**config.mk**
```make
export PLATFORM = sky130hd
export DESIGN_NAME = osm_clock_ctrl
export DESIGN_NICKNAME = d
export VERILOG_FILES = /design/src/osm_pkg.sv /design/src/osm_clock_ctrl.sv
export VERILOG_INCLUDE_DIRS = /design/src
export SDC_FILE = /design/constraint.sdc
export NUM_CORES = 1
export LEC_CHECK = 0
export BUFFER_PORTS_ARGS = -buffer_cell sky130_fd_sc_hd__buf_2
export CORE_UTILIZATION = 41
export DETAILED_ROUTE_END_ITERATION = 8
export PLACE_DENSITY = 0.61
export SYNTH_ARGS = -nofsm -noshare
export SYNTH_HDL_FRONTEND = slang
export SYNTH_SLANG_ARGS = --single-unit
```
**constraint.sdc**
```tcl
create_clock -name i_clk -period 2.4 [get_ports i_clk]
set_clock_uncertainty 0.05 [all_clocks]
set_input_delay 0.48 -clock i_clk [delete_from_list [all_inputs] [get_ports i_clk]]
set_output_delay 0.48 -clock i_clk [all_outputs]
set_load 0.01 [all_outputs]
```
**src/osm_cfg.svh**
```systemverilog
// offsets, source and drive codes and timing counts of the clock block
`ifndef OSM_CFG_SVH
`define OSM_CFG_SVH

// ----------------------------------------------------------------
// register byte offsets
// ----------------------------------------------------------------
`define OSM_ADDR_CTRL        12'h000
`define OSM_ADDR_STAT        12'h004
`define OSM_ADDR_BDCR        12'h008
`define OSM_ADDR_CIR         12'h00C

// ----------------------------------------------------------------
// root clock source codes
// ----------------------------------------------------------------
`define OSM_SRC_INT_FAST     2'h0
`define OSM_SRC_INT_LP       2'h1
`define OSM_SRC_EXT_FAST     2'h2
`define OSM_SRC_PLL          2'h3

// ----------------------------------------------------------------
// slow crystal drive level codes
// ----------------------------------------------------------------
`define OSM_DRV_LOW          2'h0
`define OSM_DRV_MED_LOW      2'h2
`define OSM_DRV_MED_HIGH     2'h1
`define OSM_DRV_HIGH         2'h3

// ----------------------------------------------------------------
// timing: clock period and derived cycle counts
// ----------------------------------------------------------------
`define OSM_CLK_PERIOD_NS    20
`define OSM_FAST_FAIL_NS     1000
`define OSM_FAST_FAIL_CYC    (`OSM_FAST_FAIL_NS / `OSM_CLK_PERIOD_NS)
`define OSM_SLOW_FAIL_NS     122070
`define OSM_SLOW_FAIL_CYC    (`OSM_SLOW_FAIL_NS / `OSM_CLK_PERIOD_NS)
`define OSM_FAST_START_EDGES 2048
`define OSM_SLOW_START_EDGES 1024
`define OSM_GATE_CYC         4

`endif

```
**src/osm_pkg.sv**
```systemverilog
// types shared by the oscillator select and clock monitor block
`default_nettype none
package osm_pkg;

  // ----------------------------------------------------------------
  // types
  // ----------------------------------------------------------------
  typedef enum {SW_IDLE, SW_GATE, SW_OPEN} osm_sw_t;

  // apb request carried as one bundle
  typedef struct packed {
    logic        psel;
    logic        penable;
    logic        pwrite;
    logic [11:0] paddr;
    logic [31:0] pwdata;
  } osm_apb_req_t;

  // whole register state of the block
  typedef struct packed {
    logic int_fast_en; logic int_lp_en; logic int_slow_en; logic int_slow_on;
    logic fast_en; logic fast_byp; logic pll_en; logic pll_src;
    logic fast_css_en; logic [1:0] root_req; logic [1:0] root_act;
    logic slow_en; logic slow_byp; logic [1:0] drive; logic [1:0] cal_sel;
    logic slow_css_en; logic slow_fail;
    logic fast_rdy_f; logic slow_rdy_f; logic fast_fail_f;
    logic fast_rdy_ie; logic slow_rdy_ie;
    logic [2:0] fsync; logic [2:0] ssync; logic [1:0] pll_sync;
    logic [1:0] bat_sync; logic [1:0] wdg_sync;
    logic [11:0] fast_cnt; logic fast_rdy; logic [11:0] slow_cnt;
    logic slow_rdy; logic [15:0] fwd; logic [15:0] swd;
    osm_sw_t sw; logic [3:0] gcnt; logic gate;
    logic brk; logic rdy_irq; logic wake;
    logic pready; logic [31:0] prdata; logic pslverr;
  } osm_state_t;

endpackage
`default_nettype wire
```
**src/osm_clock_ctrl.sv**
```systemverilog
// oscillator enable, ready, bypass, root select and failure monitors
//
// Summary of operation
// - root clock from four selectable sources
// - internal 32 kHz oscillator feeds watchdog, calendar
// - every source enabled or stopped on its own, unless in use
// - fast bypass needs bypass and enable bits
// - fast external unusable until ready flag set
// - ready flags raise interrupt when enabled
// - fast crystal stoppable only when not in use
// - slow external enable bit in backup register
// - drive field: 00 low, 10, 01, 11 high
// - slow output withheld until its ready flag
// - slow bypass in all modes, max 1 MHz
// - slow bypass needs bypass and enable bits
// - two failure monitors, enabled independently
// - fast monitor runs only after startup, while on
// - fast failure moves root to internal fast if fast feeds it or is requested
// - fast failure: disable, timer break, nmi
// - fast failure disables pll using it
// - slow failure wakes except in battery mode
// - slow monitor never disabled by hardware
//
// Register access over APB and the placing of the registers were decided locally.
`include "osm_cfg.svh"
`default_nettype none
module osm_clock_ctrl
  import osm_pkg::*;
#(
  parameter logic [11:0] FAST_START_EDGES = 12'(`OSM_FAST_START_EDGES),
  parameter logic [11:0] SLOW_START_EDGES = 12'(`OSM_SLOW_START_EDGES),
  parameter logic [15:0] FAST_FAIL_CYC    = 16'(`OSM_FAST_FAIL_CYC),
  parameter logic [15:0] SLOW_FAIL_CYC    = 16'(`OSM_SLOW_FAIL_CYC),
  parameter logic [3:0]  GATE_CYC         = 4'(`OSM_GATE_CYC)
)(
  input  wire logic         i_clk,                  // system clock
  input  wire logic         i_arst_n,               // async reset
  input  wire osm_apb_req_t i_apb,                  // apb request
  output logic              o_pready,               // apb ready
  output logic [31:0]       o_prdata,               // apb read data
  output logic              o_pslverr,              // apb error
  input  wire logic         i_fast_osc_input_pin,   // fast osc clock
  input  wire logic         i_slow_osc_input_pin,   // slow osc clock
  input  wire logic         i_pll_lock,             // pll locked
  input  wire logic         i_battery_mode,         // battery supply only
  input  wire logic         i_wdg_run,              // watchdog running
  output logic              o_internal_fast_osc_en, // internal fast on
  output logic              o_internal_lp_osc_en,   // internal low-power on
  output logic              o_internal_slow_osc_en, // internal slow on
  output logic              o_fast_ext_enable,      // fast ext osc on
  output logic              o_fast_ext_bypass,      // fast bypass mode
  output logic              o_fast_ext_gate,        // fast clock released
  output logic              o_slow_ext_enable,      // slow ext osc on
  output logic              o_slow_ext_bypass,      // slow bypass mode
  output logic [1:0]        o_slow_ext_drive_level, // crystal drive
  output logic              o_slow_ext_gate,        // slow clock released
  output logic [1:0]        o_calendar_clock_select,// calendar source
  output logic              o_pll_enable,           // pll on
  output logic              o_pll_src,              // 1: pll from fast ext
  output logic [1:0]        o_core_clock_root_sel,  // root mux select
  output logic              o_core_clock_root_gate, // root clock gate
  output logic              o_timer_break,          // break pulse
  output logic              o_fast_ext_fail_irq,    // nmi level
  output logic              o_ready_irq,            // ready interrupt
  output logic              o_slow_fail_wake        // wakeup request
);

  // ----------------------------------------------------------------
  // helper functions
  // ----------------------------------------------------------------
  // source usable as root
  function automatic logic src_ready(input logic [1:0] sel,
                                     input osm_state_t st);
    logic r;
    r = 1'b0;
    unique case (sel)
      `OSM_SRC_INT_FAST: r = st.int_fast_en;
      `OSM_SRC_INT_LP:   r = st.int_lp_en;
      `OSM_SRC_EXT_FAST: r = st.fast_rdy;
      `OSM_SRC_PLL:      r = st.pll_en & st.pll_sync[1];
    endcase
    return r;
  endfunction

  // fast external feeding root directly or through pll
  function automatic logic fast_feeds(input logic [1:0] sel,
                                      input logic psrc);
    return (sel == `OSM_SRC_EXT_FAST) | ((sel == `OSM_SRC_PLL) & psrc);
  endfunction

  // mapped address check
  function automatic logic addr_ok(input logic [11:0] a);
    return (a == `OSM_ADDR_CTRL) | (a == `OSM_ADDR_STAT) |
           (a == `OSM_ADDR_BDCR) | (a == `OSM_ADDR_CIR);
  endfunction

  // read word assembly
  function automatic logic [31:0] rd_word(input logic [11:0] a,
                                          input osm_state_t st);
    logic [31:0] d;
    d = 32'h0000_0000;
    unique case (a)
      `OSM_ADDR_CTRL: d = {22'h0, st.root_req, st.fast_css_en, st.pll_src,
                           st.pll_en, st.fast_byp, st.fast_en,
                           st.int_slow_en, st.int_lp_en, st.int_fast_en};
      `OSM_ADDR_STAT: d = {26'h0, st.root_act, st.sw != SW_IDLE,
                           st.pll_sync[1], st.slow_rdy, st.fast_rdy};
      `OSM_ADDR_BDCR: d = {20'h0, st.slow_fail, st.slow_css_en, st.cal_sel,
                           3'h0, st.drive, st.slow_byp, st.slow_rdy,
                           st.slow_en};
      `OSM_ADDR_CIR:  d = {22'h0, st.slow_rdy_ie, st.fast_rdy_ie, 5'h0,
                           st.fast_fail_f, st.slow_rdy_f, st.fast_rdy_f};
      default:        d = 32'h0000_0000;
    endcase
    return d;
  endfunction

  // ----------------------------------------------------------------
  // state and combinational next state
  // ----------------------------------------------------------------
  osm_state_t s_ff;
  osm_state_t nxt_s;
  logic       fedge, sedge, ffail, sfail, wr, fast_busy;

  // edge detect and failure decode, read by next-state logic and the assertions
  always_comb begin
    fedge     = s_ff.fsync[1] & ~s_ff.fsync[2];
    sedge     = s_ff.ssync[1] & ~s_ff.ssync[2];
    // fast monitor armed only after startup
    // a stopped oscillator disarms at once, so one break per failure
    ffail     = s_ff.fast_css_en & s_ff.fast_en & s_ff.fast_rdy & ~fedge &
                (s_ff.fwd == FAST_FAIL_CYC);
    // slow monitor independent of fast one
    sfail     = s_ff.slow_css_en & s_ff.slow_rdy & ~sedge &
                (s_ff.swd == SLOW_FAIL_CYC);
    wr        = i_apb.psel & i_apb.penable & s_ff.pready & i_apb.pwrite &
                addr_ok(i_apb.paddr);
    fast_busy = fast_feeds(s_ff.root_act, s_ff.pll_src) |
                fast_feeds(s_ff.root_req, s_ff.pll_src);
  end

  always_comb begin
    nxt_s = s_ff;
    // two-stage synchronisers, third stage for edge detect
    nxt_s.fsync    = {s_ff.fsync[1:0], i_fast_osc_input_pin};
    nxt_s.ssync    = {s_ff.ssync[1:0], i_slow_osc_input_pin};
    nxt_s.pll_sync = {s_ff.pll_sync[0], i_pll_lock};
    nxt_s.bat_sync = {s_ff.bat_sync[0], i_battery_mode};
    nxt_s.wdg_sync = {s_ff.wdg_sync[0], i_wdg_run};

    // apb: data captured in setup, answered in first access cycle
    nxt_s.pready = i_apb.psel & ~i_apb.penable;
    if (i_apb.psel & ~i_apb.penable) begin
      nxt_s.prdata  = rd_word(i_apb.paddr, s_ff);
      nxt_s.pslverr = ~addr_ok(i_apb.paddr);
    end

    // software writes
    if (wr) begin
      unique case (i_apb.paddr)
        `OSM_ADDR_CTRL: begin
          // each source switched on its own, unless in use
          nxt_s.int_fast_en = i_apb.pwdata[0] |
                              (s_ff.root_act == `OSM_SRC_INT_FAST);
          nxt_s.int_lp_en   = i_apb.pwdata[1] |
                              (s_ff.root_act == `OSM_SRC_INT_LP);
          nxt_s.int_slow_en = i_apb.pwdata[2];
          // fast crystal stop ignored while it feeds root
          nxt_s.fast_en     = i_apb.pwdata[3] | fast_busy;
          // bypass with enable gives bypass mode
          nxt_s.fast_byp    = i_apb.pwdata[4];
          nxt_s.pll_en      = i_apb.pwdata[5] |
                              (s_ff.root_act == `OSM_SRC_PLL);
          nxt_s.pll_src     = i_apb.pwdata[6];
          nxt_s.fast_css_en = i_apb.pwdata[7];
          // root request from any of four sources
          nxt_s.root_req    = i_apb.pwdata[9:8];
        end
        `OSM_ADDR_BDCR: begin
          // slow external enable in backup register
          nxt_s.slow_en     = i_apb.pwdata[0];
          // bypass kept in every power mode
          nxt_s.slow_byp    = i_apb.pwdata[2];
          // drive code passed unchanged to the oscillator
          nxt_s.drive       = i_apb.pwdata[4:3];
          nxt_s.cal_sel     = i_apb.pwdata[9:8];
          nxt_s.slow_css_en = i_apb.pwdata[10];
          nxt_s.slow_fail   = s_ff.slow_fail & ~i_apb.pwdata[11];
        end
        `OSM_ADDR_CIR: begin
          nxt_s.fast_rdy_f  = s_ff.fast_rdy_f & ~i_apb.pwdata[0];
          nxt_s.slow_rdy_f  = s_ff.slow_rdy_f & ~i_apb.pwdata[1];
          nxt_s.fast_fail_f = s_ff.fast_fail_f & ~i_apb.pwdata[2];
          nxt_s.fast_rdy_ie = i_apb.pwdata[8];
          nxt_s.slow_rdy_ie = i_apb.pwdata[9];
        end
        default: ;
      endcase
    end

    // fast ready after counted stable edges
    if (!s_ff.fast_en) begin
      nxt_s.fast_cnt = 12'h000;
      nxt_s.fast_rdy = 1'b0;
    end else if (!s_ff.fast_rdy && fedge) begin
      nxt_s.fast_cnt = s_ff.fast_cnt + 12'h001;
      nxt_s.fast_rdy = (s_ff.fast_cnt == FAST_START_EDGES - 12'h001);
    end
    // slow ready after counted stable edges
    if (!s_ff.slow_en) begin
      nxt_s.slow_cnt = 12'h000;
      nxt_s.slow_rdy = 1'b0;
    end else if (!s_ff.slow_rdy && sedge) begin
      nxt_s.slow_cnt = s_ff.slow_cnt + 12'h001;
      nxt_s.slow_rdy = (s_ff.slow_cnt == SLOW_START_EDGES - 12'h001);
    end

    // missing-edge counters, held clear while disarmed
    if (!(s_ff.fast_css_en & s_ff.fast_en & s_ff.fast_rdy) || fedge)
      nxt_s.fwd = 16'h0000;
    else if (s_ff.fwd != FAST_FAIL_CYC)
      nxt_s.fwd = s_ff.fwd + 16'h0001;
    if (!(s_ff.slow_css_en & s_ff.slow_rdy) || sedge)
      nxt_s.swd = 16'h0000;
    else if (s_ff.swd != SLOW_FAIL_CYC)
      nxt_s.swd = s_ff.swd + 16'h0001;

    // failure stops oscillator and sends break
    nxt_s.brk = ffail;
    if (ffail) begin
      nxt_s.fast_en = 1'b0;
      // pll fed by the failed oscillator goes off
      if (s_ff.pll_src)
        nxt_s.pll_en = 1'b0;
      // fall back to internal fast oscillator
      if (fast_busy) begin
        nxt_s.root_req    = `OSM_SRC_INT_FAST;
        nxt_s.int_fast_en = 1'b1;
      end
    end

    // nmi flag sticky, set wins over clear
    nxt_s.fast_fail_f = nxt_s.fast_fail_f | ffail;
    // ready rise sets flag, set wins over clear
    nxt_s.fast_rdy_f = nxt_s.fast_rdy_f | (~s_ff.fast_rdy & nxt_s.fast_rdy);
    nxt_s.slow_rdy_f = nxt_s.slow_rdy_f | (~s_ff.slow_rdy & nxt_s.slow_rdy);
    nxt_s.rdy_irq = (nxt_s.fast_rdy_f & nxt_s.fast_rdy_ie) |
                    (nxt_s.slow_rdy_f & nxt_s.slow_rdy_ie);
    // hardware never clears slow monitor enable
    nxt_s.slow_fail = nxt_s.slow_fail | sfail;
    // wake unless on battery, flag kept for later
    nxt_s.wake = nxt_s.slow_fail & ~s_ff.bat_sync[1];
    // internal slow on for software or watchdog
    nxt_s.int_slow_on = nxt_s.int_slow_en | s_ff.wdg_sync[1];

    // root mux only changes while the root is gated off
    unique case (s_ff.sw)
      SW_IDLE: begin
        nxt_s.gate = 1'b1;
        if (s_ff.root_req != s_ff.root_act &&
            src_ready(s_ff.root_req, s_ff)) begin
          nxt_s.sw   = SW_GATE;
          nxt_s.gate = 1'b0;
          nxt_s.gcnt = GATE_CYC;
        end
      end
      SW_GATE: begin
        if (s_ff.gcnt != 4'h0) begin
          nxt_s.gcnt = s_ff.gcnt - 4'h1;
        end else if (src_ready(s_ff.root_req, s_ff)) begin
          nxt_s.root_act = s_ff.root_req;
          nxt_s.sw       = SW_OPEN;
          nxt_s.gcnt     = GATE_CYC;
        end
      end
      SW_OPEN: begin
        if (s_ff.gcnt != 4'h0) begin
          nxt_s.gcnt = s_ff.gcnt - 4'h1;
        end else begin
          nxt_s.gate = 1'b1;
          nxt_s.sw   = SW_IDLE;
        end
      end
    endcase
  end

  // ----------------------------------------------------------------
  // state register
  // ----------------------------------------------------------------
  // reset: internal fast oscillator runs and drives the root
  always_ff @(posedge i_clk or negedge i_arst_n) begin
    if (!i_arst_n) begin
      s_ff             <= '0;
      s_ff.sw          <= SW_IDLE;
      s_ff.int_fast_en <= 1'b1;
      s_ff.gate        <= 1'b1;
    end else begin
      s_ff <= nxt_s;
    end
  end

  // ----------------------------------------------------------------
  // outputs
  // ----------------------------------------------------------------
  // every output taken straight from the state register
  assign o_pready               = s_ff.pready;
  assign o_prdata               = s_ff.prdata;
  assign o_pslverr              = s_ff.pslverr;
  assign o_internal_fast_osc_en = s_ff.int_fast_en;
  assign o_internal_lp_osc_en   = s_ff.int_lp_en;
  assign o_internal_slow_osc_en = s_ff.int_slow_on;
  assign o_fast_ext_enable      = s_ff.fast_en;
  assign o_fast_ext_bypass      = s_ff.fast_byp;
  assign o_fast_ext_gate        = s_ff.fast_rdy;
  assign o_slow_ext_enable      = s_ff.slow_en;
  assign o_slow_ext_bypass      = s_ff.slow_byp;
  assign o_slow_ext_drive_level = s_ff.drive;
  assign o_slow_ext_gate        = s_ff.slow_rdy;
  assign o_calendar_clock_select = s_ff.cal_sel;
  assign o_pll_enable           = s_ff.pll_en;
  assign o_pll_src              = s_ff.pll_src;
  assign o_core_clock_root_sel  = s_ff.root_act;
  assign o_core_clock_root_gate = s_ff.gate;
  assign o_timer_break          = s_ff.brk;
  assign o_fast_ext_fail_irq    = s_ff.fast_fail_f;
  assign o_ready_irq            = s_ff.rdy_irq;
  assign o_slow_fail_wake       = s_ff.wake;

  logic clr_nmi;
  assign clr_nmi = wr & (i_apb.paddr == `OSM_ADDR_CIR) & i_apb.pwdata[2];
endmodule
`default_nettype wire

```
# --- After elaboration in Yosys (flattened, before gate mapping) ---
# Index checks and enable logic that the tools add are counted.
totals:
  reg_bits: 170
  in_bits: 54
  output_inout_bits: 56
  elab_cells: 192
op_classes:
  add_sub_neg: 5
  eq_ne: 26
  n_mux: 36
  bitwise_logic: 56
  n_reduce_logical: 27
ops:
  columns: ["operator", "count"]
  rows:
  - ["$pmux 36 s3", 1]
  - ["$mux 16", 4]
  - ["$mux 32", 2]
  - ["$mux 13", 4]
  - ["$pmux 12 s4", 1]
  - ["$mux 37", 1]
  - ["$mux 36", 1]
  - ["$add 16x1->16 const B", 2]
  - ["$eq 32x1->1 const B", 1]
  - ["$eq 32x2->1 const B", 1]
  - ["$logic_not 32->1", 1]
  - ["$reduce_bool 32->1", 1]
  - ["$and 1x1->1", 26]
  - ["$add 12x1->12 const B", 2]
  - ["$eq 12x4->1 const B", 2]
  - ["$eq 16x13->1 const B", 1]
  - ["$eq 16x6->1 const B", 1]
  - ["$ne 16x13->1 const B", 1]
  - ["$ne 16x6->1 const B", 1]
  - ["$or 1x1->1", 16]
  - ["$mux 7", 2]
  - ["$not 1->1", 14]
  - ["$eq 12x10->1 const B", 1]
  - ["$eq 12x11->1 const B", 1]
  - ["26 further kinds", 62]

# --- Depth between registers and ports, before layout ---
# Gate-level depths: netlist of the first run.
depth:
  word_depth: 9
  depth_mapped: 7
  ltp_nobuf: 7

# --- Worst setup path before layout of the first run ---
# OpenSTA, ideal clock, no wires.
synth_timing:
  kind: "in2reg"
  startpoint: "input i_apb[33] in the netlist's numbering"
  endpoint: "register s_ff, in the netlist o_internal_slow_osc_en"
  setup_ps: 124
  t_arrival_ps: 2016
  required_ps: 2226
  setup_slack_ps: 210
  path_stages: 6
  path_buffers: 1
  path_cell_list: "nor4_4 nand3_2 or4_1 buf_2 mux2_4 or2_1"
synth_lines:
  columns: ["item", "line_no", "rtl"]
  rows:
  - ["start, declared", "osm_clock_ctrl.sv:38", "input wire osm_apb_req_t i_apb,"]
  - ["end signal, assigned", "osm_clock_ctrl.sv:298", "s_ff <= nxt_s;"]
  - ["end, declared", "osm_clock_ctrl.sv:121", "osm_state_t s_ff;"]

# --- Worst setup path after layout of the first run ---
layout_timing:
  startpoint: "register s_ff, in the netlist o_pll_enable"
  endpoint: "register s_ff[38] in the netlist's numbering"
layout_between:
  elab_chain_cells: 6
  word_cells_on_any_way: 9
  classes_between: "eq/ne (2); mux (4); bitwise (1); reduce/logical (2)"
layout_lines:
  columns: ["item", "line_no", "rtl"]
  rows:
  - ["$and 1x1->1 (*)", "osm_clock_ctrl.sv:80", "`OSM_SRC_PLL: r = st.pll_en & st.pll_sync[1];"]
  - ["$pmux 1 s4 (*)", "osm_clock_ctrl.sv:76", "unique case (sel)"]
  - ["$mux 1 (on tied branches)", "osm_clock_ctrl.sv:268, osm_clock_ctrl.sv:257", null]
  - ["$mux 1 or $logic_and 1x1->1 (tied branches)", "osm_clock_ctrl.sv:257, osm_clock_ctrl.sv:260", null]
  - ["$ne 3x2->1 (no line) or $ne 2x2->1 (tied branches)", null, null]
  - ["$reduce_and 3->1 (no line) (*)", null, null]
# Every way passes the cells marked *; elsewhere a longest branch is shown, timed or not. The select of a mux whose other input is x is not followed.
# A chain may end at the register's enable or synchronous reset.

==> results of run 1 <==
## critical path, stage by stage, from the launching register on
cell and delay [ns]:
dfrtp_1 0.43, and2_0 0.18, mux4_2 0.51, o21ai_1 0.37, nor2_1 0.11, mux2_2 0.28
## Yosys cell counts (all sizes together) (3+ instances only)
cell type / n
nor3b: 6
a211oi: 3
a22o: 3
inv: 20
mux4: 3
nand4: 16
nor4bb: 3
nor4: 7
a21oi: 13
nand2b: 4
a221oi: 4
xor2: 22
nand3: 23
nor3: 9
and2: 26
clkbuf: 18
ha: 11
o31ai: 6
o21ai: 17
and4: 5
buf: 40
mux2: 13
nor2: 48
nand2: 55
mux2i: 10
xnor2: 29
a31oi: 3
and3: 9
nor4b: 4
or3: 6
dfrtp: 118
nor2b: 5
## layout by cell type, fill, tap and decap left out, types with 22 or more instances in the layout
cell,n
xor2_1,22
and2_1,25
nand3_1,22
buf_2,68
buf_4,23
xnor2_1,29
nand2_1,55
nor2_1,48
dfrtp_1,118
## sequential cells by signal, indices dropped and copies added, names as in the netlist, 2 cells and up
signal / count
nxt_s: 7
o_calendar_clock_select: 2
o_core_clock_root_sel: 2
o_prdata: 12
o_slow_ext_drive_level: 2
s_ff: 77
## through the flow
| stage | hold slack (ns) | cells | area [um2] | power, W |
|---|---|---|---|---|
| floorplan | 0.134 | 601 | 6070 | 0.00216 |
| global placement | 0.285 | 816 | 6490 | 0.00224 |
| detailed placement | 0.285 | 816 | 6490 | 0.00225 |
| CTS | 0.107 | 846 | 7040 | 0.00456 |
| global route | 0.112 | 846 | 7040 | 0.00468 |
| finish | 0.119 | 847 | 7040 | 0.00451 |
## metal layers
layer | wire length (um) | vias up | share of wire, % | track usage, %
li1 | - | 2092 | - | -
met1 | 6010 | 2114 | 47 | 24.3
met2 | 5890 | 95 | 47 | 28.4
met3 | 542 | 18 | 4.3 | 4.66
met4 | 233 | 0 | 1.8 | 7.45
met5 | 0 | - | 0 | 0
## path summary, 6_finish.rpt
check	endpoint	slack [ns]	cells past startpoint
max in group asynchronous	o_prdata[7]	1.12	3
hold reg to reg	nxt_s[140]	0.29	0
hold / removal	nxt_s[135]	0.12	1
min in group asynchronous	s_ff[124]	0.52	2
setup / recovery	s_ff[38]	0.36	5
setup reg to reg	s_ff[38]	0.36	5
## power by group through the flow
stage / logic (W) / clock network [W] / registers (W)
2_1_floorplan: 0.0000764 / 0 / 0.00208
3_3_place_gp: 0.000159 / 0 / 0.00208
3_5_place_dp: 0.000162 / 0 / 0.00208
4_1_cts: 0.000163 / 0.00234 / 0.00205
5_1_grt: 0.000183 / 0.00245 / 0.00205
6_report: 0.000159 / 0.00230 / 0.00205
## final cells by class
type,instances,area (um2),area share (%)
clock inverter,3,15.0,0.213
timing repair buffer,94,563,8.00
antenna,1,2.50,0.0355
inverter,20,75.1,1.07
sequential,120,3010,42.7
clock buffer,26,519,7.37
tap,180,225,3.20
multi-input combinational,403,2640,37.4
## cell families (layout without fill, tap and decap cells)
| logic type | count (synthesis) | after routing | synth area share, % |
|---|---|---|---|
| DFF | 120 | 120 | 50.1 |
| other | 1 | 21 | 0.0625 |
| buffers and inverters | 78 | 143 | 7.30 |
| and+or+nand+nor | 232 | 232 | 20.7 |
| muxes | 26 | 26 | 5.29 |
| AOI/OAI and AO/OA | 63 | 63 | 6.86 |
| xor gates and xnor gates | 51 | 51 | 7.44 |
| adders and majority gates | 11 | 11 | 2.29 |
==> metrics.csv, run 1 <==
stage;metric;value;unit
die;I/O pin cnt;110;
grt;pin count of the biggest net entering global routing;52;
die;die height;123;um
synth;Warnings, synthesis;0;
power_and_ir_drop;switching share of total power;21.2;%
cells_and_area;Area Overhead vs Synth;17.3;%
grt;global route total overflow;0;
clocking;CTS sink count;120;
setup_path;Worst Setup Start Kind;flip-flop;
setup_path;Max FO, Critical Path;6;
sta;RSZ-0062 raised after global routing;false;
run;number of max-cap violations;0;
route;WL/cell;15.0;um
setup_path;reg2reg start;o_pll_enable;
die;die area;0.0151;mm2
synth;Cell Area, Synth;0.00600;mm2
power_and_ir_drop;Gate power share;3.5;%
grt;vias in the first global route;4252;
clocking;Clock Latency Late Sink;0.41;ns
synth;Seq/Total Area, Yosys;50.1;%
placement;gp weighted congestion;0.808;
clocking;Setup Fix Bufs, Post-CTS;0;
sta;final setup margin;0.357;ns
clocking;Reg clk slew, reported paths;0.05;ns
cells_and_area;Final Net Count;721;
placement;IO Port Bufs;69;
worst_hold_path;worst hold path type;input port to flip-flop;
cells_and_area;Util after Layout;50.0;%
route;initial DRC count;207;
setup_path;Worst EP required;2.65;ns
grt;antenna violations before repair;0;
power_and_ir_drop;clock network fraction of total power;51.0;%
power_and_ir_drop;NetSw;0.000957;W
outcome;status;complete, no violations;
clocking;# resized after CTS;0;
route;WL final;12700;um
clocking;hold bufs inserted after CTS;1;
placement;post-DP HPWL;9080;um
sta;fmax;489;MHz
power_and_ir_drop;power density over cell area;641;mW/mm2
clocking;Clock Path Buffers;2;
route;drt first pass iters;4;
sta;Hold Fails Final Rpt;0;
placement;pre-CTS setup slack;0.0965;ns
route;Detail Route Antenna Nets;0;
die;CORE AREA;0.0141;mm2
route;via count;4319;
synth;largest area contributor in the netlist;dfrtp_1;
setup_path;Worst Path Arrival;2.29;ns
route;DRC viols;0;
sta;TNS Setup;0;ns
die;Site Rows;43;
clocking;H-tree depth;4;
synth;mean post-synth cell area;10.3;um2
cells_and_area;# fillers;1262;
synth;Top FF cell, synth;dfrtp_1;
die;Initial Utilization;42.6;%
grt;GRT Overall Usage;18.3;%
route;Via density;5.10;
sta;slew at the pin closest to its max-slew limit;0.485;ns
die;chip width;123;um
power_and_ir_drop;Max VDD drop;431;uV
synth;ys async rst share;100;%
setup_path;CP startpoint;o_pll_enable;
clocking;Root Driver;clkbuf_16;
clocking;CTS buffer count;17;
setup_path;critical path capture point type;flip-flop;
cells_and_area;layout cell share with drive strength beyond 1;21.5;%
worst_hold_path;min-delay src;i_battery_mode;
synth;Area contributors post-synth;dfrtp_1 49%, buf_4 4.8%, xnor2_1 4.2%, nand2_1 3.4%, xor2_1 3.2%;
power_and_ir_drop;Flop pwr share;45.5;%
clocking;CTS tree;yes;
sta;fin. max-slew vios;0;
synth;Synth top area share;49.2;%
synth;count of flip-flops with a built-in enable after synthesis;0;
grt;first-pass GRT wire length;20900;um
sta;relative slew slack;67.2;%
power_and_ir_drop;Leak;3.27;nW
setup_path;Worst Path Class, Setup;flip-flop to flip-flop;
synth;Synth cell types;57;
synth;Yosys reg bits;120;
sta;Final Cycle Share;85.1;%
power_and_ir_drop;cell internal pwr;0.00355;W
sta;crit path time final;2.04;ns
sta;Setup Viol. Count Final;0;
synth;Mapped Cells;582;
Power figures use the tool's default switching activity.
==> run 2: changes to the inputs <==
--- a/config.mk
+++ b/config.mk
@@ -7,6 +7,7 @@
 export NUM_CORES = 1
 export LEC_CHECK = 0
 export BUFFER_PORTS_ARGS = -buffer_cell sky130_fd_sc_hd__buf_2
+export CORE_MARGIN = 4
 export CORE_UTILIZATION = 41
 export DETAILED_ROUTE_END_ITERATION = 8
 export PLACE_DENSITY = 0.61
==> metrics.csv, run 2 (synthesized netlist as in run 1, its figures left out) <==
stage;metric;value;unit;change
grt;first-pass GRT wire length;22200;um;+6.4%
cells_and_area;# diodes;0;;-1
power_and_ir_drop;Leak;3.26;nW;-0.35%
sta;fin. max-slew vios;0;;unchanged
power_and_ir_drop;power density over cell area;660;mW/mm2;+3.0%
route;WL/cell;15.7;um;+4.7%
setup_path;Max FO, Critical Path;7;;+1
sta;Setup Viol. Count Final;0;;unchanged
die;Initial Utilization;42.6;%;unchanged
power_and_ir_drop;clock network fraction of total power;52.5;%;+1.5 points
sta;Hold Fails Final Rpt;0;;unchanged
grt;global route total overflow;0;;unchanged
run;number of max-cap violations;0;;unchanged
setup_path;Crit-path slowest cell;dfrtp_1;;
sta;TNS Setup;0;ns;unchanged
grt;GRT Overall Usage;17.1;%;-1.2 points
power_and_ir_drop;Total Power;0.00465;W;+3.1%
sta;Final Cycle Share;85.5;%;+0.39 points
route;WL final;13200;um;+4.4%
die;die height;129;um;+4.9%
placement;post-DP HPWL;9710;um;+7.0%
setup_path;Worst EP required;2.64;ns;about the same
cells_and_area;Final Net Count;717;;-0.55%
die;CORE AREA;0.0141;mm2;unchanged
sta;slew at the pin closest to its max-slew limit;0.611;ns;+0.126 ns
grt;met1 Use GR;22.3;%;-2.0 points
cells_and_area;most frequent cells in the layout;118 x dfrtp_1, 68 x buf_2, 55 x nand2_1, 48 x nor2_1, 29 x xnor2_1;;
grt;global routing usage on met3;5.44;%;+0.78 points
clocking;Reg clk slew, reported paths;0.06;ns;about the same
power_and_ir_drop;cell internal pwr;0.00363;W;+2.3%
power_and_ir_drop;switching share of total power;21.8;%;+0.61 points
route;DRC viols;0;;unchanged
setup_path;Worst Path Class, Setup;flip-flop to flip-flop;;
cells_and_area;layout cell share with drive strength beyond 1;21.8;%;+0.33 points
die;Site Rows;43;;unchanged
sta;RSZ-0062 raised after global routing;false;;
setup_path;Worst Path Arrival;2.30;ns;about the same
clocking;# resized after CTS;0;;unchanged
cells_and_area;Area Overhead vs Synth;17.4;%;about the same
cells_and_area;multi-input combinational cell area;0.00264;mm2;unchanged
placement;pre-CTS setup slack;0.0634;ns;-0.0331 ns
clocking;hold bufs inserted after CTS;0;;-1
grt;Most Used Layer, Global Route;met2;;
setup_path;worst path bufs/invs;2;;+2
setup_path;Crit path largest cell delay;0.39;ns;-0.12 ns
die;die area;0.0166;mm2;+10%
grt;antenna violations before repair;1;;+1
setup_path;family with the most delay on the worst path;simple AND/OR/NAND/NOR gates;;
cells_and_area;commonest non-fill, non-tap cell in the layout;dfrtp_1;;
route;Via density;5.16;;+1.3%
grt;pin count of the biggest net entering global routing;46;;-12%
setup_path;CP dominant cell by count;nor2_1;;
power_and_ir_drop;Gate power share;3.4;%;about the same
sta;fmax;487;MHz;-0.45%
setup_path;critical path capture point type;flip-flop;;
grt;vias in the first global route;4453;;+4.7%
grt;grt met2 use;26.9;%;-1.5 points
route;drt first pass iters;4;;unchanged
worst_hold_path;worst hold path type;input port to asynchronous set/reset pin;;
clocking;Setup Fix Bufs, Post-CTS;0;;unchanged
route;initial DRC count;254;;+23%
placement;IO Port Bufs;69;;unchanged
clocking;Root Driver;clkbuf_16;;
outcome;status;complete, no violations;;
power_and_ir_drop;Max VDD drop;496;uV;+15%
placement;gp weighted congestion;0.795;;-1.6%
die;chip width;129;um;+4.9%
clocking;Clock Latency Late Sink;0.41;ns;about the same
clocking;Clock Path Buffers;2;;unchanged
die;I/O pin cnt;110;;unchanged
sta;crit path time final;2.05;ns;+0.00927 ns
cells_and_area;# fillers;1300;;+3.0%
setup_path;Worst Setup Start Kind;flip-flop;;
power_and_ir_drop;Flop pwr share;44.1;%;-1.4 points
cells_and_area;max reg flops;77;;unchanged
cells_and_area;Most flops, register;s_ff;;
sta;relative slew slack;59.2;%;-8.0 points
clocking;H-tree depth;4;;unchanged
clocking;CTS tree;yes;;
clocking;CTS sink count;120;;unchanged
power_and_ir_drop;NetSw;0.00101;W;+6.0%
route;Detail Route Antenna Nets;0;;unchanged
setup_path;worst path cell trace;inv_1, ha_1, nor3b_1, buf_4, nor2_1, o21ai_0, nor2_1, mux2_2;;
route;via count;4364;;+1.0%
clocking;CTS buffer count;17;;unchanged
sta;final setup margin;0.347;ns;-0.00927 ns
cells_and_area;Register Area;0.00301;mm2;unchanged
## run 2: cell count changes in the layout (fill, tap and decap cells not counted), moves of 3 or more
cell	change
buf_4	-3
clkbuf_8	-5
clkinv_2	+3
clkinvlp_4	+3
## run 2: area by class of cell
cell class	count	area share, %
clock buffers	19	6.29
clock inverters	13	1.85
inverters	20	1.07
multi-input cells	403	37.4
flip-flops and latches	120	42.7
well taps	180	3.20
repair buffers	90	7.53
## run 2: worst reg2reg max path, delay by kind of cell, from the launching register on
family	cells	cell delay (ns)
compound gates	1	0.30
fa+ha+maj	1	0.17
buf+inv	2	0.33
flops	1	0.39
mux	1	0.28
simple gates	3	0.42
## run 2: per-layer routing
metal	part of all wire, %	vias to the layer above
li1	-	2091
met4	1.7	2
met5	0.098	-
met2	49	97
met3	5.6	24
met1	44	2150
## run 2: worst paths after layout
| kind | startpoint | slack [ns] | cells past startpoint | endpoint |
|---|---|---|---|---|
| hold / removal | i_arst_n | 0.02 | 1 | nxt_s[142] |
| max in group asynchronous | i_arst_n | 1.58 | 2 | o_internal_fast_osc_en |
| setup / recovery | s_ff[38] | 0.35 | 8 | s_ff[38] |
| hold reg to reg | nxt_s[133] | 0.30 | 0 | s_ff[133] |
| min in group i_clk | i_fast_osc_input_pin | 0.12 | 1 | nxt_s[142] |
| setup reg to reg | s_ff[38] | 0.35 | 8 | s_ff[38] |
## run 2: through the flow
stage               utilization (%)  area, um2  instances  hold WS [ns]
floorplan                         -       6070        601         0.134
global placement               45.9       6470        813         0.285
detailed placement             45.9       6470        813         0.285
CTS                            50.0       7050        845        0.0416
global route                   50.0       7050        845        0.0666
finish                         50.0       7050        845        0.0247
## run 2: power by group through the flow
| stage | registers [W] | logic [W] | clock network [W] |
|---|---|---|---|
| 2_1_floorplan | 0.00208 | 0.0000764 | 0 |
| 3_3_place_gp | 0.00208 | 0.000160 | 0 |
| 3_5_place_dp | 0.00208 | 0.000163 | 0 |
| 4_1_cts | 0.00205 | 0.000163 | 0.00250 |
| 5_1_grt | 0.00205 | 0.000182 | 0.00260 |
| 6_report | 0.00205 | 0.000159 | 0.00244 |
==> run 3: changes to the inputs <==
--- a/config.mk
+++ b/config.mk
@@ -6,11 +6,12 @@
 export SDC_FILE = /design/constraint.sdc
 export NUM_CORES = 1
 export LEC_CHECK = 0
+export ABC_AREA = 1
 export BUFFER_PORTS_ARGS = -buffer_cell sky130_fd_sc_hd__buf_2
 export CORE_MARGIN = 4
 export CORE_UTILIZATION = 41
 export DETAILED_ROUTE_END_ITERATION = 8
-export PLACE_DENSITY = 0.61
+export PLACE_DENSITY = 0.6
 export SYNTH_ARGS = -nofsm -noshare
 export SYNTH_HDL_FRONTEND = slang
 export SYNTH_SLANG_ARGS = --single-unit
==> metrics.csv, run 3 <==
stage;metric;value;unit;change
setup_path;Crit-path slowest cell;dfrtp_1;;
cells_and_area;commonest non-fill, non-tap cell in the layout;nand2_1;;
sta;slew at the pin closest to its max-slew limit;0.525;ns;-0.0862 ns
setup_path;flop-to-flop setup slack;0.68;ns;+0.33 ns
die;die height;134;um;+3.8%
synth;mean post-synth cell area;7.92;um2;-23%
synth;Seq/Total Area, Yosys;46.3;%;-3.8 points
grt;GRT Overall Usage;17.1;%;+0.050 points
cells_and_area;most frequent cells in the layout;185 x nand2_1, 118 x dfrtp_1, 101 x inv_1, 94 x nor2_1, 68 x buf_2;;
clocking;Reg clk slew, reported paths;0.06;ns;about the same
power_and_ir_drop;power density over cell area;665;mW/mm2;+0.75%
grt;pin count of the biggest net entering global routing;49;;+6.5%
clocking;CTS tree;yes;;
die;die area;0.0179;mm2;+7.7%
die;Site Rows;45;;+4.7%
clocking;# resized after CTS;0;;unchanged
setup_path;R2R Path End;s_ff[74];;
cells_and_area;Most flops, register;s_ff;;
die;I/O pin cnt;110;;unchanged
cells_and_area;# fillers;1486;;+14%
placement;IO Port Bufs;69;;unchanged
clocking;Root Driver;clkbuf_16;;
die;chip width;134;um;+3.8%
sta;Hold Fails Final Rpt;4;;+4
clocking;H-tree depth;4;;unchanged
cells_and_area;Final Cell Area;0.00751;mm2;+6.6%
clocking;Setup Fix Bufs, Post-CTS;0;;unchanged
synth;ys async rst share;100;%;unchanged
grt;global route total overflow;0;;unchanged
placement;Post-DP Area;0.00690;mm2;+6.6%
setup_path;Worst EP required;1.87;ns;-0.77 ns
cells_and_area;# diodes;0;;unchanged
setup_path;R2R depth;6;;-2
sta;RSZ-0062 raised after global routing;false;;
sta;crit path time final;1.83;ns;-0.227 ns
sta;TNS Setup;0;ns;unchanged
synth;Cell Area, Synth;0.00650;mm2;+8.3%
outcome;status;complete, but fails checks;;
setup_path;Worst Path Class, Setup;flip-flop to output pin;;
sta;final setup margin;0.575;ns;+0.227 ns
die;Initial Utilization;42.3;%;-0.31 points
route;drt first pass iters;5;;+1
synth;largest area contributor in the netlist;dfrtp_1;;
setup_path;Max FO, Critical Path;15;;+8
route;DRC viols;0;;unchanged
run;number of max-cap violations;0;;unchanged
clocking;CTS buffer count;17;;unchanged
setup_path;family with the most delay on the worst path;flip-flops;;
sta;relative slew slack;65.0;%;+5.7 points
clocking;Clock Path Buffers;2;;unchanged
sta;Setup Viol. Count Final;0;;unchanged
setup_path;reg2reg start;o_slow_ext_gate;;
die;CORE AREA;0.0154;mm2;+9.0%
cells_and_area;max reg flops;77;;unchanged
setup_path;worst path cell trace;buf_4, buf_2;;
cells_and_area;layout cell share with drive strength beyond 1;16.5;%;-5.3 points
route;via count;5230;;+20%
sta;Final Cycle Share;76.0;%;-9.5 points
placement;pre-CTS setup slack;0.480;ns;+0.417 ns
setup_path;Worst Setup Start Kind;flip-flop;;
clocking;CTS sink count;120;;unchanged
synth;Commonest cells post-synth;185 x nand2_1, 118 x dfrtp_1, 101 x inv_1;;
setup_path;critical path capture point type;output pin;;
grt;first-pass GRT wire length;24700;um;+11%
sta;fin. max-slew vios;0;;unchanged
power_and_ir_drop;Leak;3.65;nW;+12%
route;initial DRC count;356;;+40%
power_and_ir_drop;Max VDD drop;525;uV;+5.7%
grt;antenna violations before repair;0;;-1
clocking;Clock Latency Late Sink;0.42;ns;about the same
setup_path;Crit path largest cell delay;0.47;ns;+0.08 ns
cells_and_area;Area Overhead vs Synth;15.6;%;
setup_path;worst path bufs/invs;2;;unchanged
route;WL final;14500;um;+9.5%
synth;Synth cell types;46;;-19%
setup_path;Worst path depth;2;;-6
route;Detail Route Antenna Nets;0;;unchanged
placement;gp weighted congestion;0.825;;+3.8%
synth;Synth top area share;45.4;%;-3.8 points
synth;Top FF cell, synth;dfrtp_1;;
worst_hold_path;worst hold path type;input port to asynchronous set/reset pin;;
cells_and_area;Final Net Count;949;;+32%
grt;vias in the first global route;4922;;+11%
setup_path;Worst Path Arrival;1.30;ns;-1.00 ns
synth;Yosys reg bits;120;;unchanged
synth;count of flip-flops with a built-in enable after synthesis;0;;unchanged
route;Via density;4.72;;-8.6%
clocking;hold bufs inserted after CTS;0;;unchanged
sta;worst hold margin;-0.00455;ns;-0.0293 ns
placement;post-DP HPWL;10800;um;+11%
sta;fmax;548;MHz;+12%
synth;most common cell in the netlist;nand2_1;;
synth;Mapped Cells;820;;+41%
cells_and_area;Util after Layout;48.8;%;-1.1 points
synth;Warnings, synthesis;0;;unchanged
outcome;failing checks;negative hold slack;;
synth;Area contributors post-synth;dfrtp_1 45%, nand2_1 11%, inv_1 5.8%, nor2_1 5.4%, nand3_1 4.9%;;
route;WL/cell;13.1;um;-16%
-- run 3: per-layer routing --
metal	GRT usage (%)	part of all wire [%]	up-vias
met5	0	0	-
met4	5.60	1.7	0
met3	5.03	6.3	18
met2	25.5	43	130
met1	24.1	49	2353
li1	-	-	2729
-- run 3: cells by family (layout without fill, tap and decap cells) --
kind of cell    count (synthesis)  after routing  share of synthesized area (%)
other cells                     1             20                         0.0577
compound gates                 97             97                           8.11
simple gates                  430            430                           31.2
flops                         120            120                           46.3
fa+ha+maj                      11             11                           2.12
buf+inv                       155            213                           11.5
xor+xnor                        6              6                          0.809
-- run 3: area by class of cell --
type / instances / area [um2] / area share (%)
clock inverter: 9 / 123 / 1.63
timing repair buffer: 74 / 410 / 5.47
sequential: 120 / 3010 / 40.0
inverter: 107 / 402 / 5.35
multi-input combinational: 564 / 2820 / 37.5
clock buffer: 23 / 488 / 6.50
tap: 211 / 264 / 3.52
-- run 3: where the power goes --
group          switching [W]  total (W)  internal [W]
Combinational       0.000185   0.000263     0.0000780
Sequential         0.0000432    0.00212       0.00208
Clock               0.000874    0.00261       0.00173
-- run 3: per-stage QoR --
stage | cells | total power [W]
finish | 1108 | 0.00499
global route | 1108 | 0.00519
floorplan | 839 | 0.00232
detailed placement | 1076 | 0.00242
global placement | 1076 | 0.00242
CTS | 1108 | 0.00505
-- run 3: worst max path at each step --
| stage | to | startpoint | slack (ns) |
|---|---|---|---|
| after detailed placement | o_pll_enable | i_apb[41] | 0.48 |
| after CTS | o_fast_ext_enable | o_fast_ext_enable | 0.55 |
| after global routing | s_ff[74] | nxt_s[140] | 0.45 |
| after floorplan | o_fast_ext_enable | i_apb[39] | 0.95 |
| after global placement | o_pll_enable | i_apb[39] | 0.51 |
| final | o_fast_ext_enable | o_fast_ext_enable | 0.57 |
